`config.mk`:
```
export PLATFORM = sky130hd
export DESIGN_NAME = wcts_top
export DESIGN_NICKNAME = d
export VERILOG_FILES = /design/src/wcts_pkg.sv /design/src/wcts_cam_if.sv /design/src/wcts_cam.sv /design/src/wcts_top.sv
export SDC_FILE = /design/constraint.sdc
export NUM_CORES = 1
export LEC_CHECK = 0
export BUFFER_PORTS_ARGS = -buffer_cell sky130_fd_sc_hd__buf_2
export CAP_MARGIN = 20
export CORE_MARGIN = 2
export CORE_UTILIZATION = 32
export DETAILED_ROUTE_END_ITERATION = 8
export MAX_ROUTING_LAYER = met4
export PLACE_DENSITY = 0.51
export SLEW_MARGIN = 20
export SYNTH_ARGS = -nofsm -noshare
export SYNTH_HDL_FRONTEND = slang
export SYNTH_SLANG_ARGS = --single-unit
```
`constraint.sdc`:
```
create_clock -name pclk -period 3.5 [get_ports pclk]
set_input_delay 0.875 -clock pclk [delete_from_list [all_inputs] [get_ports pclk]]
set_output_delay 0.875 -clock pclk [all_outputs]
set_load 0.01 [all_outputs]
```
`src/wcts_pkg.sv`:
```
// Purpose: shared constants and types of the weekly cam time switch
// Assumes: time base supplied by an external calendar on pclk
// Notes: register map, slot field layout, reset values
package wcts_pkg;
   localparam int unsigned CAM_NUM = 3;
   localparam int unsigned DAY_NUM = 7;
   localparam logic [2:0] DAY_LAST = 3'h6;
   localparam logic [3:0] CAM_LAST = 4'h2;
   // apb byte offsets, one block of words per cam
   localparam logic [7:0] OFS_STATUS = 8'h30;
   localparam int unsigned ADDR_W = 8;
   // time slot: minute, hour, set flag (clear = unset marker)
   localparam int unsigned TM_W = 12;
   localparam int unsigned TM_MIN_LSB = 0;
   localparam int unsigned TM_MIN_W = 6;
   localparam int unsigned TM_HOUR_LSB = 6;
   localparam int unsigned TM_HOUR_W = 5;
   localparam int unsigned TM_SET_BIT = 11;
   localparam logic [TM_W-1:0] TIME_RST = 12'h000;
   // day mask bit 0 is monday, bit 6 sunday; one means selected
   localparam logic [DAY_NUM-1:0] DAYS_RST = 7'h00;
   // status word fields
   localparam int unsigned ST_OUT_BIT = 0;
   localparam int unsigned ST_MIN_LSB = 8;
   localparam int unsigned ST_HOUR_LSB = 16;
   localparam int unsigned ST_DAY_LSB = 24;
   typedef enum logic [1:0] {
      WCTS_ACT_HOLD = 2'b00,
      WCTS_ACT_SET = 2'b01,
      WCTS_ACT_CLR = 2'b10
   } wcts_act_t;
   typedef enum logic [1:0] {
      WCTS_KIND_DAYS = 2'b00,
      WCTS_KIND_ON = 2'b01,
      WCTS_KIND_OFF = 2'b10,
      WCTS_KIND_STATUS = 2'b11
   } wcts_kind_t;
   typedef struct packed {
      logic hit;
      logic [1:0] cam;
      wcts_kind_t kind;
   } wcts_sel_t;
endpackage

```
`src/wcts_cam_if.sv`:
```
// Purpose: carrier between switch core and one cam comparator
// Assumes: all signals on pclk
// Notes: time base is fanned out to every cam
`timescale 1ns/1ps
interface wcts_cam_if;
   import wcts_pkg::*;
   logic [DAY_NUM-1:0] days;
   logic [TM_W-1:0] on_time;
   logic [TM_W-1:0] off_time;
   logic [2:0] cur_day;
   logic [TM_HOUR_W-1:0] cur_hour;
   logic [TM_MIN_W-1:0] cur_min;
   wcts_act_t act;
   modport ctl (output days, output on_time, output off_time, output cur_day, output cur_hour,
      output cur_min, input act);
   modport cam (input days, input on_time, input off_time, input cur_day, input cur_hour,
      input cur_min, output act);
endinterface

```
`src/wcts_cam.sv`:
```
// Purpose: one cam, compares its slots with the time base
// Assumes: time base stable for the evaluation cycle
// Notes: purely combinational
`timescale 1ns/1ps
module wcts_cam
   import wcts_pkg::*;
(
   wcts_cam_if.cam cb
);
   function automatic logic slot_hit(input logic [TM_W-1:0] slot, input logic [TM_HOUR_W-1:0] hr,
      input logic [TM_MIN_W-1:0] mn);
      slot_hit = slot[TM_SET_BIT] && (slot[TM_HOUR_LSB +: TM_HOUR_W] == hr) &&
         (slot[TM_MIN_LSB +: TM_MIN_W] == mn);
   endfunction

   logic day_sel;

   always_comb begin
      day_sel = 1'b0;
      if (cb.cur_day <= DAY_LAST) begin
         day_sel = cb.days[cb.cur_day];
      end
      cb.act = WCTS_ACT_HOLD;
      if (day_sel && slot_hit(cb.on_time, cb.cur_hour, cb.cur_min)) begin
         cb.act = WCTS_ACT_SET;
      end
      // off wins when one cam holds equal on and off times
      if (day_sel && slot_hit(cb.off_time, cb.cur_hour, cb.cur_min)) begin
         cb.act = WCTS_ACT_CLR;
      end
   end
endmodule

```
`src/wcts_top.sv`:
```
// Purpose: weekly time switch, three cams on one output, apb registers
// Assumes: calendar inputs come from logic on pclk, no synchroniser
// Notes: zero wait state slave, unmapped access answers pslverr
//
// Function
// - three independent cams drive one output
// - selected day and on time sets output
// - selected day and off time clears output
// - conflicts: cam three beats two beats one
// - output follows combined events of all cams
// - seven day mask, monday to sunday
// - letter means selected, dash means not
// - times in hours and minutes, whole day
// - unset slot never switches
//
// Implementation choices: register access over APB and the placing of the registers.
`timescale 1ns/1ps
module wcts_top
   import wcts_pkg::*;
(
   input wire logic pclk,
   input wire logic presetn,
   input wire logic psel,
   input wire logic penable,
   input wire logic pwrite,
   input wire logic [ADDR_W-1:0] paddr,
   input wire logic [31:0] pwdata,
   input wire logic [3:0] pstrb,
   output logic [31:0] prdata,
   output logic pready,
   output logic pslverr,
   input wire logic [2:0] cur_day,
   input wire logic [TM_HOUR_W-1:0] cur_hour,
   input wire logic [TM_MIN_W-1:0] cur_min,
   output logic switch_out
);
   localparam int unsigned TB_W = 3 + TM_HOUR_W + TM_MIN_W;

   function automatic wcts_sel_t reg_sel(input logic [ADDR_W-1:0] a);
      reg_sel = '0;
      if (a == OFS_STATUS) begin
         reg_sel.hit = 1'b1;
         reg_sel.kind = WCTS_KIND_STATUS;
      end else if ((a[1:0] == 2'h0) && (a[7:4] <= CAM_LAST) && (a[3:2] != 2'h3)) begin
         reg_sel.hit = 1'b1;
         reg_sel.cam = a[5:4];
         reg_sel.kind = wcts_kind_t'(a[3:2]);
      end
   endfunction

   function automatic logic [31:0] lane_merge(input logic [31:0] old, input logic [31:0] wd,
      input logic [3:0] strb);
      lane_merge = old;
      for (int b = 0; b < 4; b++) begin
         if (strb[b]) begin
            lane_merge[8*b +: 8] = wd[8*b +: 8];
         end
      end
   endfunction

   logic [DAY_NUM-1:0] days_ff [CAM_NUM];
   logic [TM_W-1:0] on_ff [CAM_NUM];
   logic [TM_W-1:0] off_ff [CAM_NUM];
   wcts_act_t acts [CAM_NUM];
   logic [TB_W-1:0] tb_prev_ff;
   logic tb_valid_ff;
   logic eval;
   logic sw_out_ff;
   logic nxt_sw_out;
   logic [31:0] prdata_ff;
   logic [31:0] rd_val;
   wcts_sel_t sel;
   logic wr_go;
   logic [31:0] merged;

   assign sel = reg_sel(paddr);
   assign wr_go = psel && penable && pwrite && sel.hit;
   assign pready = 1'b1;
   assign pslverr = psel && penable && !sel.hit;
   assign prdata = prdata_ff;
   assign switch_out = sw_out_ff;

   // three cams share the time base and one output
   genvar g;
   generate
      for (g = 0; g < CAM_NUM; g++) begin : gen_cam
         wcts_cam_if cb ();
         assign cb.days = days_ff[g];
         assign cb.on_time = on_ff[g];
         assign cb.off_time = off_ff[g];
         assign cb.cur_day = cur_day;
         assign cb.cur_hour = cur_hour;
         assign cb.cur_min = cur_min;
         assign acts[g] = cb.act;
         wcts_cam u_cam (
            .cb(cb)
         );
      end
   endgenerate

   // register writes; status is read only
   always_comb begin
      merged = '0;
      case (sel.kind)
         WCTS_KIND_DAYS: merged = lane_merge({25'h0, days_ff[sel.cam]}, pwdata, pstrb);
         WCTS_KIND_ON: merged = lane_merge({20'h00000, on_ff[sel.cam]}, pwdata, pstrb);
         WCTS_KIND_OFF: merged = lane_merge({20'h00000, off_ff[sel.cam]}, pwdata, pstrb);
         default: merged = '0;
      endcase
   end

   always_ff @(posedge pclk or negedge presetn) begin
      if (!presetn) begin
         for (int i = 0; i < CAM_NUM; i++) begin
            days_ff[i] <= DAYS_RST;
            on_ff[i] <= TIME_RST;
            off_ff[i] <= TIME_RST;
         end
      end else if (wr_go) begin
         case (sel.kind)
            WCTS_KIND_DAYS: days_ff[sel.cam] <= merged[DAY_NUM-1:0];
            WCTS_KIND_ON: on_ff[sel.cam] <= merged[TM_W-1:0];
            WCTS_KIND_OFF: off_ff[sel.cam] <= merged[TM_W-1:0];
            default: ;
         endcase
      end
   end

   // read data captured in the setup cycle so the access cycle needs no wait
   always_comb begin
      rd_val = '0;
      case (sel.kind)
         WCTS_KIND_DAYS: rd_val[DAY_NUM-1:0] = days_ff[sel.cam];
         WCTS_KIND_ON: rd_val[TM_W-1:0] = on_ff[sel.cam];
         WCTS_KIND_OFF: rd_val[TM_W-1:0] = off_ff[sel.cam];
         WCTS_KIND_STATUS: begin
            rd_val[ST_OUT_BIT] = sw_out_ff;
            rd_val[ST_MIN_LSB +: TM_MIN_W] = cur_min;
            rd_val[ST_HOUR_LSB +: TM_HOUR_W] = cur_hour;
            rd_val[ST_DAY_LSB +: 3] = cur_day;
         end
         default: rd_val = '0;
      endcase
      if (!sel.hit) begin
         rd_val = '0;
      end
   end

   always_ff @(posedge pclk or negedge presetn) begin
      if (!presetn) begin
         prdata_ff <= '0;
      end else if (psel && !penable && !pwrite) begin
         prdata_ff <= rd_val;
      end
   end

   // day, hour or minute change detector; first sample after reset only arms it
   always_ff @(posedge pclk or negedge presetn) begin
      if (!presetn) begin
         tb_prev_ff <= '0;
         tb_valid_ff <= 1'b0;
      end else begin
         tb_prev_ff <= {cur_day, cur_hour, cur_min};
         tb_valid_ff <= 1'b1;
      end
   end

   assign eval = tb_valid_ff && (tb_prev_ff != {cur_day, cur_hour, cur_min});

   // later cams overwrite earlier ones, so cam three has last word
   always_comb begin
      nxt_sw_out = sw_out_ff;
      if (eval) begin
         for (int i = 0; i < CAM_NUM; i++) begin
            case (acts[i])
               WCTS_ACT_SET: nxt_sw_out = 1'b1;
               WCTS_ACT_CLR: nxt_sw_out = 1'b0;
               default: ;
            endcase
         end
      end
   end

   always_ff @(posedge pclk or negedge presetn) begin
      if (!presetn) begin
         sw_out_ff <= 1'b0;
      end else begin
         sw_out_ff <= nxt_sw_out;
      end
   end
endmodule

```
# [Yosys cells after proc, flatten, opt, wreduce, memory -nomap -nowiden]
# Index checks and enable logic that the tools add are counted.
[word_totals] elab_cells=134 input_bits=63 register_bits=141
[op_classes] n_reduce_logical=38 bitwise_logic=1 order_cmp=5 muxes=53 n_eq_ne=24
[op_table] operator="bitwise mux 36 bit" count=2
[op_table] operator="two-way mux 12 bit" count=5
[op_table] operator="binary-select mux 12 bit (select 2 bit)" count=2
[op_table] operator="equality test 6 bit" count=6
[op_table] operator="one-hot mux 12 bit (3 select lines)" count=1
[op_table] operator="equality test 5 bit" count=6
[op_table] operator="logical AND 1 bit" count=28
[op_table] operator="two-way mux 27 bit" count=1
[op_table] operator="demux 12 bit (select 2 bit)" count=1
[op_table] operator="two-way mux 8 bit" count=3
[op_table] operator="bitwise mux 21 bit" count=1
[op_table] operator="two-way mux 7 bit" count=3
[op_table] operator="one-hot mux 6 bit (3 select lines)" count=1
[op_table] operator="binary-select mux 7 bit (select 2 bit)" count=1
[op_table] operator="demux 7 bit (select 2 bit)" count=1
[op_table] operator="!= test 14 bit" count=1
[op_table] operator="two-way mux 2 bit" count=6
[op_table] operator="two-way mux 4 bit" count=3
[op_table] operator="one-hot mux 4 bit (3 select lines)" count=1
[op_table] operator="equality test 2 bit, second input constant" count=5
[op_table] operator="two-way mux 1 bit" count=10
[op_table] operator="two-way mux 5 bit" count=2
[op_table] operator="binary-select mux 1 bit (select 3 bit)" count=3
[op_table] operator="equality test 2 x 1 -> 1 bit, second input constant" count=4
[op_table] operator="15 further kinds" count=24

# [Logic depth before layout (Yosys ltp)]
# Gate-level depths: netlist (run 1).
[depth] word_depth=12 mapped_depth=14 ltp_nobuf=10

# [Hierarchy]
# A second synthesis (run 1) with hierarchy kept.
[hier_totals] hier_cells=791 hier_area_um2=8011.4
[by_module_without_submodules] module="wcts_top" cells_each=680 area_each_um2=7054.3 instances=1 seq_area_each_um2=3278.1
[by_module_without_submodules] module="wcts_cam" cells_each=37 area_each_um2=319.1 instances=3 seq_area_each_um2=0.0

# [Worst setup path after synthesis (run 1)]
# No wires, ideal clock.
[synth_path] kind="input-to-reg" start="in paddr[5]" end="reg off_ff (netlist bit gen_cam[0].cb.off_time[0])" cell_stages=14 arrival_time_ps=3942 path_slack_ps=-566 setup_ps=125 path_buffers=4 t_required_ps=3375 path_cell_list="clkbuf_1 -> clkbuf_1 -> buf_1 -> nand2_1 -> xor2_1 -> nor3_1 -> inv_1 -> ha_1 -> clkbuf_1 -> nor3_1 -> nand2b_1 -> nand2_1 -> o311a_1 -> mux2_2"
[synth_between] elab_chain_cells=12
[synth_lines] element="start: declaration" line_no="wcts_top.sv:26" rtl="input wire logic [ADDR_W-1:0] paddr,"
[synth_lines] element="less-or-equal comparator 4 x 2 -> 1 bit" line_no="wcts_top.sv:44" rtl="end else if ((a[1:0] == 2'h0) && (a[7:4] <= CAM_LAST) && (a[3:2] != 2'h3)) begin"
[synth_lines] element="logical AND 1 bit (2 in series)" line_no="wcts_top.sv:44"
[synth_lines] element="two-way mux 5 bit" line_no="wcts_top.sv:44"
[synth_lines] element="two-way mux 2 bit" line_no="wcts_top.sv:41" rtl="if (a == OFS_STATUS) begin"
[synth_lines] element="inverter 2 -> 3 bit (not written as such)"
[synth_lines] element="binary-select mux 12 bit (select 2 bit), or another cell as far along" line_no="wcts_top.sv:107" rtl="WCTS_KIND_OFF: merged = lane_merge({20'h00000, off_ff[sel.cam]}, pwdata, pstrb);"
[synth_lines] element="two-way mux 12 bit (not written as such), or another cell as far along (2 in series)" line_no="wcts_top.sv:107"
[synth_lines] element="two-way mux 8 bit" line_no="wcts_top.sv:55" rtl="if (strb[b]) begin"
[synth_lines] element="one-hot mux 12 bit (3 select lines)" line_no="wcts_top.sv:104" rtl="case (sel.kind)"
[synth_lines] element="bitwise mux 36 bit" line_no="wcts_top.sv:123" rtl="WCTS_KIND_OFF: off_ff[sel.cam] <= merged[TM_W-1:0];"
[synth_lines] element="end signal: indexed assignment" line_no="wcts_top.sv:123"
[synth_lines] element="end: declaration" line_no="wcts_top.sv:63" rtl="logic [TM_W-1:0] off_ff [CAM_NUM];"
# Parallel ways exist; a longest one is shown, timed or not. The select of a mux whose other input is x is not followed.
# A chain may end at the register's enable or synchronous reset.

# [Worst setup path after layout (run 1)]
[layout_path] start="in paddr[4]" end="out pslverr"
[layout_between] elab_chain_cells=7
[layout_lines] element="less-or-equal comparator 4 x 2 -> 1 bit" line_no="wcts_top.sv:44"
[layout_lines] element="logical AND 1 bit (2 in series)" line_no="wcts_top.sv:44"
[layout_lines] element="two-way mux 5 bit" line_no="wcts_top.sv:44"
[layout_lines] element="two-way mux 1 bit (*)" line_no="wcts_top.sv:41"
[layout_lines] element="logical NOT 1 bit (*)"
[layout_lines] element="logical AND 1 bit (*)" line_no="wcts_top.sv:79" rtl="assign pslverr = psel && penable && !sel.hit;"
[layout_lines] element="end: declaration" line_no="wcts_top.sv:31" rtl="output logic pslverr,"
# Mark *: on every way between the ends. The rest lies on a longest branch, timed or not.

==> results of run 1 <==
[Yosys cell counts (all sizes together) (3+ instances only)]
cell type / instances / area, sq um
xnor2: 77 / 674
nor4: 39 / 244
a22o: 16 / 140
o211ai: 7 / 52.6
nand4: 20 / 125
clkbuf: 45 / 169
o32ai: 6 / 52.6
dfrtp: 131 / 3280
nor2b: 9 / 56.3
nand2b: 9 / 56.3
xor2: 6 / 52.6
o21ai: 55 / 275
nor3: 10 / 50.1
o22ai: 4 / 25.0
a21oi: 9 / 45.0
a32oi: 3 / 26.3
mux2: 93 / 1050
o32a: 10 / 100
inv: 8 / 30.0
a31oi: 14 / 125
ha: 4 / 50.1
o22a: 8 / 70.1
mux4: 3 / 67.6
o221a: 4 / 53.8
a311oi: 8 / 70.1
o221ai: 4 / 35.0
buf: 30 / 184
nand3: 6 / 30.0
a2bb2oi: 7 / 61.3
nand2: 18 / 67.6
or4: 16 / 124
nor2: 56 / 213
mux2i: 3 / 30.0
[area by class of cell]
cell class	instances	area (sq um)
clock inverters	14	200
repair buffers	146	1090
clock buffers	18	439
well taps	324	405
fillers	2316	14500
flip-flops and latches	131	3280
multi-input cells	552	4260
inverters	9	33.8
[worst max-delay path, stage by stage]
cell and delay [ns]:
buf_2 0.09, buf_4 0.53, a31oi_1 0.16, o21ai_0 0.20, buf_4 0.18, and3_1 0.15, buf_2 0.12
[worst paths after layout]
kind	slack (ns)	endpoint
worst max register to register	1.37	gen_cam[2].cb.on_time[1]$_DFFE_PN0P_
min in group pclk	0.48	prdata[10]$_DFFE_PN0P_
max in group asynchronous	2.33	gen_cam[0].cb.on_time[0]$_DFFE_PN0P_
worst max-delay path	0.31	pslverr
worst min-delay path	0.40	gen_cam[1].cb.days[1]$_DFFE_PN0P_
worst min register to register	0.48	prdata[10]$_DFFE_PN0P_
[cell families after synthesis]
group	share of synthesized area, %
simple gates	13.0
compound gates	15.5
flops	41.9
mux	14.6
buf+inv	4.95
xor+xnor	9.30
fa+ha+maj	0.640
other cells	0.0961
[registers in the layout (all words and copies together), names as in the netlist]
name and flops:
gen_cam.cb.off_time 36, gen_cam.cb.on_time 36, prdata 22, gen_cam.cb.days 21, tb_prev_ff 14, switch_out 1, tb_valid_ff 1
[metrics by stage]
stage,setup WS [ns],hold slack [ns]
floorplan,-0.0614,0.493
finish,0.313,0.399
detailed placement,-0.0181,0.477
global route,0.198,0.447
CTS,0.322,0.427
global placement,0.00503,0.468
[power breakdown]
part	total, mW	internal, mW	switching (mW)
Sequential	1.55	1.53	0.0151
Clock	1.96	1.22	0.737
Combinational	0.445	0.172	0.273
Total	3.95	2.92	1.02
[routing by layer]
layer	global-route usage, %	up-vias
li1	-	3017
met1	28.6	3273
met2	32.1	278
met3	3.45	34
met4	6.39	0
met5	-	-
==> results.json, run 1 <==
{
  "status": "finished clean",
  "grt_usage_pct": 21.0,
  "num_io_pins": 98,
  "layout_common_cells": "dfrtp_1 (131), mux2_2 (91), xnor2_1 (77)",
  "async_flop_share_pct": 100,
  "cts_tree": "yes",
  "hpwl_um": 18700,
  "maxUsedRoutingLayer": "met4",
  "critPathMaxFanout": 64,
  "ctsRootBufferMaster": "clkbuf_16",
  "portBuffers": 64,
  "instances_no_fill": 1194,
  "synth_area_per_cell_sq_um": 10.3,
  "cts.repair.resized": 0,
  "die_area_sq_um": 25700,
  "synthCells": 757,
  "clk-insertion-delay-late_ns": 0.43,
  "vias_per_cell": 5.53,
  "num_rows": 57,
  "synth_seq_cells": 131,
  "grt_overflow": 0,
  "ys.flop_type": "dfrtp_1",
  "total_power_mw": 3.95,
  "yosysWarnings": 0,
  "tightest_slew_ns": 0.676,
  "first_global_vias": 6304,
  "antenna_found_initial": 0,
  "antenna_cells": 0,
  "drt_wl_total_um": 25700,
  "end_kind": "output port",
  "route.vias.total": 6602,
  "finalMaxSlewViolations": 0,
  "h-tree-depth": 4,
  "startpoint_type": "input port",
  "finish.utilization_pct": 40.1,
  "place_area_sq_um": 9070,
  "dp.cells": 1162,
  "finalSetupTns_ns": 0,
  "ctsHoldBuffers": 0,
  "clkSinkCount": 131,
  "avgRoutedWirePerCell_um": 21.5,
  "r2r-start": "gen_cam[2].cb.on_time[1]$_DFFE_PN0P_",
  "crit_required_ns": 2.62,
  "globalplace.congestion": 0.870,
  "hold_viol": 0,
  "clk_path_buf_depth": 2,
  "vdd_drop_max_mv": 0.331,
  "power.density_nw_per_um2": 407,
  "rsz0062_at_grt": "false",
  "drc": 0,
  "hold_class": "input port to async pin",
  "die_w_um": 160,
  "core_area_sq_um": 24200,
  "slew_headroom_pct": 54.9,
  "synth_edf_count": 0,
  "setup_violations": 0,
  "nets": 924,
  "crit_arrival_ns": 2.31,
  "max_cap_violations": 0,
  "reg2reg_depth": 6,
  "path_class": "input port to output port",
  "antenna_left": 0,
  "cts_buffers": 17,
  "fin_area_sq_um": 9710,
  "drt_first_pass_iters": 5,
  "clk_pin_slew_ns": 0.06,
  "syn-cell-area_sq_um": 7810,
  "grt_max_degree": 65,
  "wl_met3_um": 1480,
  "cts_post_setup_buffers_inserted": 0,
  "drive_gt1_share_pct": 34.4,
  "synthDistinctLibCells": 54,
  "route.met2.wl_um": 11900,
  "die_y_um": 160,
  "initial_core_util_pct": 32.3,
  "grt_pass1_wl_um": 39300,
  "drt_iter0_drc": 531,
  "drt-met1-wl_um": 11800,
  "crit_start": "paddr[4]",
  "final.min_clock_period_ns": 3.19,
  "power.leakage_nw": 4.12,
  "max_freq_mhz": 314,
  "finClkSkew_ns": 0.0101,
  "syn2layout_area_growth_pct": 24.2,
  "post-route-period-util_pct": 91.1,
  "seq_area_frac_synth_pct": 41.9,
  "final_common_cell": "dfrtp_1"
}
Note: power is estimated with default switching activity, not from simulation.
==> run 2, diff against run 1 <==
Settings changed: CORE_UTILIZATION 32 to 60, PLACE_DENSITY 0.51 to 0.84, SYNTH_HIERARCHICAL set to 1.
==> run 2 against run 1 <==
Against the previous run: count of clock-buffer cells in the layout increased by 2; combinational power is 6.7% lower; largest power group unchanged; worst hold slack improved by 0.090 ns; final cell count decreased by 11%; sequential cell count stayed put; clock power down 6%; synthesized cell count up 4.5%.
==> results.json, run 2 <==
{
  "status": "finished clean",
  "grt_usage_pct": 40.3,
  "finalSetupTns_ns": 0,
  "drc": 0,
  "antenna_found_initial": 0,
  "route.met2.wl_um": 12800,
  "max_cap_violations": 0,
  "wl_met3_um": 2470,
  "h-tree-depth": 4,
  "vdd_drop_max_mv": 0.370,
  "hpwl_um": 20000,
  "p_int_mw": 2.83,
  "yosys.area.top_type_share_pct": 40.9,
  "clk_pin_slew_ns": 0.06,
  "globalplace.congestion": 1.01,
  "cts_tree": "yes",
  "clkSinkCount": 131,
  "die_w_um": 120,
  "power.density_nw_per_um2": 406,
  "grt_pass1_wl_um": 41900,
  "route.vias.total": 7384,
  "vias_per_cell": 6.91,
  "finish.utilization_pct": 71.6,
  "synth_area_per_cell_sq_um": 10.1,
  "grt_overflow": 0,
  "cts.repair.resized": 0,
  "yosysWarnings": 6,
  "cts_post_setup_buffers_inserted": 0,
  "ctsRootBufferMaster": "clkbuf_16",
  "crit_arrival_ns": 3.69,
  "antenna_cells": 0,
  "critPathMaxFanout": 9,
  "synthTopCellsByArea": "dfrtp_1 (41%), mux2i_1 (7.6%), xnor2_1 (5.2%)",
  "crit_top_cell": "inv_1",
  "syn-cell-area_sq_um": 8010,
  "ys.flop_type": "dfrtp_1",
  "crit_required_ns": 3.76,
  "max_freq_mhz": 292,
  "maxUsedRoutingLayer": "met4",
  "synthCells": 791,
  "slew_headroom_pct": 28.8,
  "avgRoutedWirePerCell_um": 25.5,
  "finalMaxSlewViolations": 0,
  "power.switching_uw": 989,
  "grt_max_degree": 60,
  "final_common_cell": "dfrtp_1",
  "fillers": 962,
  "drt_first_pass_iters": 6,
  "syn2layout_area_growth_pct": 17.4,
  "ctsHoldBuffers": 0,
  "cts_buffers": 17,
  "hold_viol": 0,
  "portBuffers": 64,
  "synth_top_area_cell": "dfrtp_1",
  "layout_common_cells": "dfrtp_1 (131), buf_2 (63), mux2i_1 (61)",
  "synth_edf_count": 0,
  "end_kind": "register",
  "startpoint_type": "input port",
  "rsz0062_at_grt": "false",
  "crit_slowest_cell": "a21oi_1",
  "swShare_pct": 25.9,
  "clk_path_buf_depth": 2,
  "clk-insertion-delay-late_ns": 0.43,
  "crit_buf_inv": 3,
  "antenna_left": 0,
  "seq_power_share_pct": 40.8,
  "tightest_slew_ns": 1.07,
  "path_class": "input port to register",
  "first_global_vias": 7221,
  "setup_violations": 0,
  "num_rows": 42,
  "final.min_clock_period_ns": 3.43,
  "crit_chain": "buf_2 > or4_1 > nor3_2 > inv_1 > ha_1 > inv_1 > a221oi_1 > a21oi_1 > a31oi_1",
  "drt-met1-wl_um": 10900,
  "pwr-share-comb_pct": 10.9,
  "synth.most_common_cell": "dfrtp_1",
  "seq_area_frac_synth_pct": 40.9,
  "nets": 949,
  "post-route-period-util_pct": 97.9,
  "num_io_pins": 98,
  "async_flop_share_pct": 100,
  "yosys-top-cells-count": "dfrtp_1 (131), mux2i_1 (61), xnor2_1 (48)",
  "drive_gt1_share_pct": 23.7,
  "drt_iter0_drc": 804,
  "slowest_delay_ns": 0.84,
  "hold_class": "register to register",
  "initial_core_util_pct": 61.0,
  "synth_seq_cells": 131,
  "core_area_sq_um": 13100,
  "power.leakage_nw": 4.25,
  "drt_wl_total_um": 27200,
  "synthDistinctLibCells": 63,
  "cp_top_family": "compound AO/OA/AOI/OAI gates",
  "pwr-share-clk_pct": 48.4,
  "finClkSkew_ns": 0.00590,
  "die_area_sq_um": 14300,
  "die_y_um": 120
}
[run 2: cell types whose count changed after synthesis, sizes merged, moves of 25 or more]
| cell | previous run | this run |
|---|---|---|
| nor3 | 10 | 35 |
| a31oi | 14 | 41 |
| mux2 | 93 | 25 |
| xor2 | 6 | 35 |
| mux2i | 3 | 61 |
| nor2 | 56 | 22 |
| xnor2 | 77 | 48 |
[run 2: cells by family after synthesis]
kind of cell	count (synthesis)	share of synthesized area [%]
xor+xnor	83	9.07
flops	131	40.9
fa+ha+maj	7	1.09
compound gates	206	18.2
mux	89	12.0
other cells	2	0.0937
simple gates	201	14.5
buf+inv	72	4.14
[run 2: area by class of cell]
cell class	count	area, sq um	share of cell area, %
timing repair buffer	117	771	8.19
sequential	131	3280	34.8
clock buffer	20	457	4.85
multi-input combinational	598	4470	47.6
inverter	14	52.6	0.559
clock inverter	12	155	1.65
tap	176	220	2.34
[run 2: worst reg2reg max path: cells and delay by family, from the launching register on]
family | cells | cell delay (ns)
compound gates | 4 | 1.33
simple gates | 1 | 0.48
flops | 1 | 0.43
[run 2: metal layers]
metal,vias to the layer above,global-route usage (%)
li1,3157,-
met1,3661,52.4
met2,480,61.2
met3,86,8.51
met4,0,18.2
met5,-,-
[run 2: stage by stage]
step           setup WS (ns)  hold WS, ns  power, mW  cell area (sq um)  std cells
6_report              0.0726        0.489       3.82               9410       1068
2_1_floorplan       -0.00853        0.465       1.81               8090        801
3_5_place_dp          -0.192        0.477       1.98               8800       1036
5_1_grt               0.0102        0.521       3.92               9410       1068
4_1_cts                0.108        0.490       3.82               9410       1068
3_3_place_gp          -0.117        0.469       1.98               8800       1036
[run 2: path summary, 6_finish.rpt]
kind,slack [ns],end,cells after the start,from
max,0.07,gen_cam[0].cb.days[5]$_DFFE_PN0P_,9,paddr[6]
min,0.49,prdata[2]$_DFFE_PN0P_,2,prdata[2]$_DFFE_PN0P_
max reg2reg,1.11,gen_cam[0].cb.days[0]$_DFFE_PN0P_,5,gen_cam[1].cb.on_time[0]$_DFFE_PN0P_
min reg2reg,0.49,prdata[2]$_DFFE_PN0P_,2,prdata[2]$_DFFE_PN0P_
max in group asynchronous,2.23,gen_cam[2].cb.on_time[1]$_DFFE_PN0P_,2,presetn
min in group asynchronous,0.50,prdata[25]$_DFFE_PN0P_,1,presetn
[run 2: power by group through the flow]
stage	Combinational, mW	Clock (mW)	Sequential (mW)
CTS	0.405	1.86	1.56
global route	0.441	1.92	1.56
finish	0.415	1.85	1.56
global placement	0.392	0	1.58
detailed placement	0.400	0	1.58
floorplan	0.229	0	1.58
==> run 3, diff against run 2 <==
Settings changed: REMOVE_ABC_BUFFERS set to 1, SYNTH_HIERARCHICAL 1 to not set.
==> run 3 against run 2 <==
Against the previous run: die area fell by 2.4%; critical endpoint is now gen_cam[2].cb.off_time[0]$_DFFE_PN0P_; combinational power about the same; fmax rose by 4.6%; count of clock-buffer cells in the layout down 1; clock power about the same; final cell count fell by 6.0%; global-route usage fell by 3.5 points.
==> results.json, run 3 (synthesis results as in run 1) <==
{
  "layout_common_cells": "dfrtp_1 (131), mux2_2 (93), xnor2_1 (77)",
  "grt_usage_pct": 36.8,
  "vdd_drop_max_mv": 0.302,
  "avgRoutedWirePerCell_um": 24.3,
  "tightest_slew_ns": 0.714,
  "die_area_sq_um": 14000,
  "ctsRootBufferMaster": "clkbuf_16",
  "hp-start": "prdata[10]$_DFFE_PN0P_",
  "slew_headroom_pct": 52.2,
  "drive_gt1_share_pct": 30.0,
  "fin_ws_ns": 0.225,
  "num_io_pins": 98,
  "globalplace.congestion": 0.975,
  "antenna_cells": 0,
  "whs_path_depth": 1,
  "ctsHoldBuffers": 0,
  "hold_class": "register to register",
  "reg2reg_setup_slack_ns": 1.34,
  "drc": 0,
  "hpwl_um": 16600,
  "antenna_found_initial": 0,
  "r2r-start": "gen_cam[1].cb.off_time[0]$_DFFE_PN0P_",
  "antenna_left": 0,
  "die_y_um": 118,
  "clk-insertion-delay-late_ns": 0.43,
  "vias_per_cell": 6.84,
  "reg2reg_depth": 5,
  "rsz0062_at_grt": "false",
  "core_area_sq_um": 12700,
  "finalSetupTns_ns": 0,
  "setup_violations": 0,
  "cts.repair.resized": 0,
  "portBuffers": 64,
  "status": "finished clean",
  "grt_max_degree": 57,
  "nets": 886,
  "num_rows": 41,
  "first_global_vias": 6850,
  "initial_core_util_pct": 61.7,
  "final.min_clock_period_ns": 3.28,
  "clkSinkCount": 131,
  "critPathMaxFanout": 9,
  "final_common_cell": "dfrtp_1",
  "syn2layout_area_growth_pct": 16.4,
  "end_kind": "register",
  "dp_slack_ns": -0.116,
  "cts_tree": "yes",
  "power.leakage_nw": 3.91,
  "h-tree-depth": 4,
  "finalMaxSlewViolations": 0,
  "drt_iter0_drc": 900,
  "reg2reg_to": "gen_cam[2].cb.off_time[0]$_DFFE_PN0P_",
  "route.vias.total": 6863,
  "crit_required_ns": 3.81,
  "finClkSkew_ns": 0.00832,
  "power.density_nw_per_um2": 423,
  "path_class": "input port to register",
  "startpoint_type": "input port",
  "max_freq_mhz": 305,
  "min_delay_worst_endpoint": "prdata[10]$_DFFE_PN0P_",
  "max_cap_violations": 0,
  "cts_post_setup_buffers_inserted": 0,
  "post-route-period-util_pct": 93.6,
  "clk_pin_slew_ns": 0.06,
  "drt_first_pass_iters": 8,
  "cts_buffers": 17,
  "clk_path_buf_depth": 2,
  "grt_pass1_wl_um": 38500,
  "drt_wl_total_um": 24400,
  "hold_viol": 0,
  "crit_arrival_ns": 3.58,
  "die_w_um": 118,
  "grt_overflow": 0
}
run 3: cell count changes in the layout (fill, tap and decap cells not counted), moves of 24 or more:
| cell | change |
|---|---|
| xor2_1 | -29 |
| nor4_1 | +27 |
| mux2_2 | +68 |
| o21ai_0 | +24 |
| xnor2_1 | +29 |
| mux2i_1 | -58 |
| a31oi_1 | -33 |
| nor2_1 | +35 |
run 3: area by class of cell:
type / instances / area (sq um)
inverter: 9 / 33.8
sequential: 131 / 3280
clock buffer: 19 / 443
timing repair buffer: 108 / 753
fill: 901 / 3580
multi-input combinational: 552 / 4190
clock inverter: 13 / 184
tap: 172 / 215
run 3: stage by stage:
stage / cells / util, % / power (mW) / instance area (sq um) / hold WS (ns)
global route: 1004 / 71.8 / 3.95 / 9090 / 0.517
finish: 1004 / 71.8 / 3.85 / 9090 / 0.477
CTS: 1004 / 71.8 / 3.84 / 9090 / 0.483
floorplan: 692 / - / 1.77 / 7500 / 0.493
detailed placement: 972 / 66.8 / 1.97 / 8470 / 0.470
global placement: 972 / 66.8 / 1.96 / 8470 / 0.459
run 3: worst max path at each step:
stage / to / slack [ns] / from
2_1_floorplan: gen_cam[0].cb.days[0]$_DFFE_PN0P_ / -0.30 / paddr[1]
3_3_place_gp: gen_cam[1].cb.off_time[0]$_DFFE_PN0P_ / 0.04 / paddr[1]
3_5_place_dp: gen_cam[1].cb.off_time[0]$_DFFE_PN0P_ / -0.12 / paddr[1]
4_1_cts: gen_cam[2].cb.off_time[0]$_DFFE_PN0P_ / 0.25 / paddr[1]
5_1_grt: gen_cam[2].cb.off_time[0]$_DFFE_PN0P_ / 0.19 / paddr[1]
6_report: gen_cam[2].cb.off_time[0]$_DFFE_PN0P_ / 0.22 / paddr[1]
run 3: metal layers:
| layer | wire (um) | GRT usage (%) | up-vias |
|---|---|---|---|
| met5 | 0 | - | - |
| met4 | 1080 | 16.0 | 0 |
| met3 | 2430 | 7.03 | 95 |
| met2 | 11300 | 56.4 | 457 |
| met1 | 9600 | 48.0 | 3388 |
| li1 | - | - | 2923 |
run 3: critical path: stages:
cell,delay (ns)
buf_2,0.11
or4_4,0.56
nor3_1,0.27
inv_1,0.12
ha_1,0.25
nor3_1,0.35
nand2b_1,0.20
nand2_1,0.06
o311a_1,0.45
mux2_2,0.33
run 3: where the power goes:
group          total (mW)  internal [mW]  switching, mW
clock                1.88           1.21          0.674
sequential           1.55           1.53         0.0157
combinational       0.418          0.149          0.268
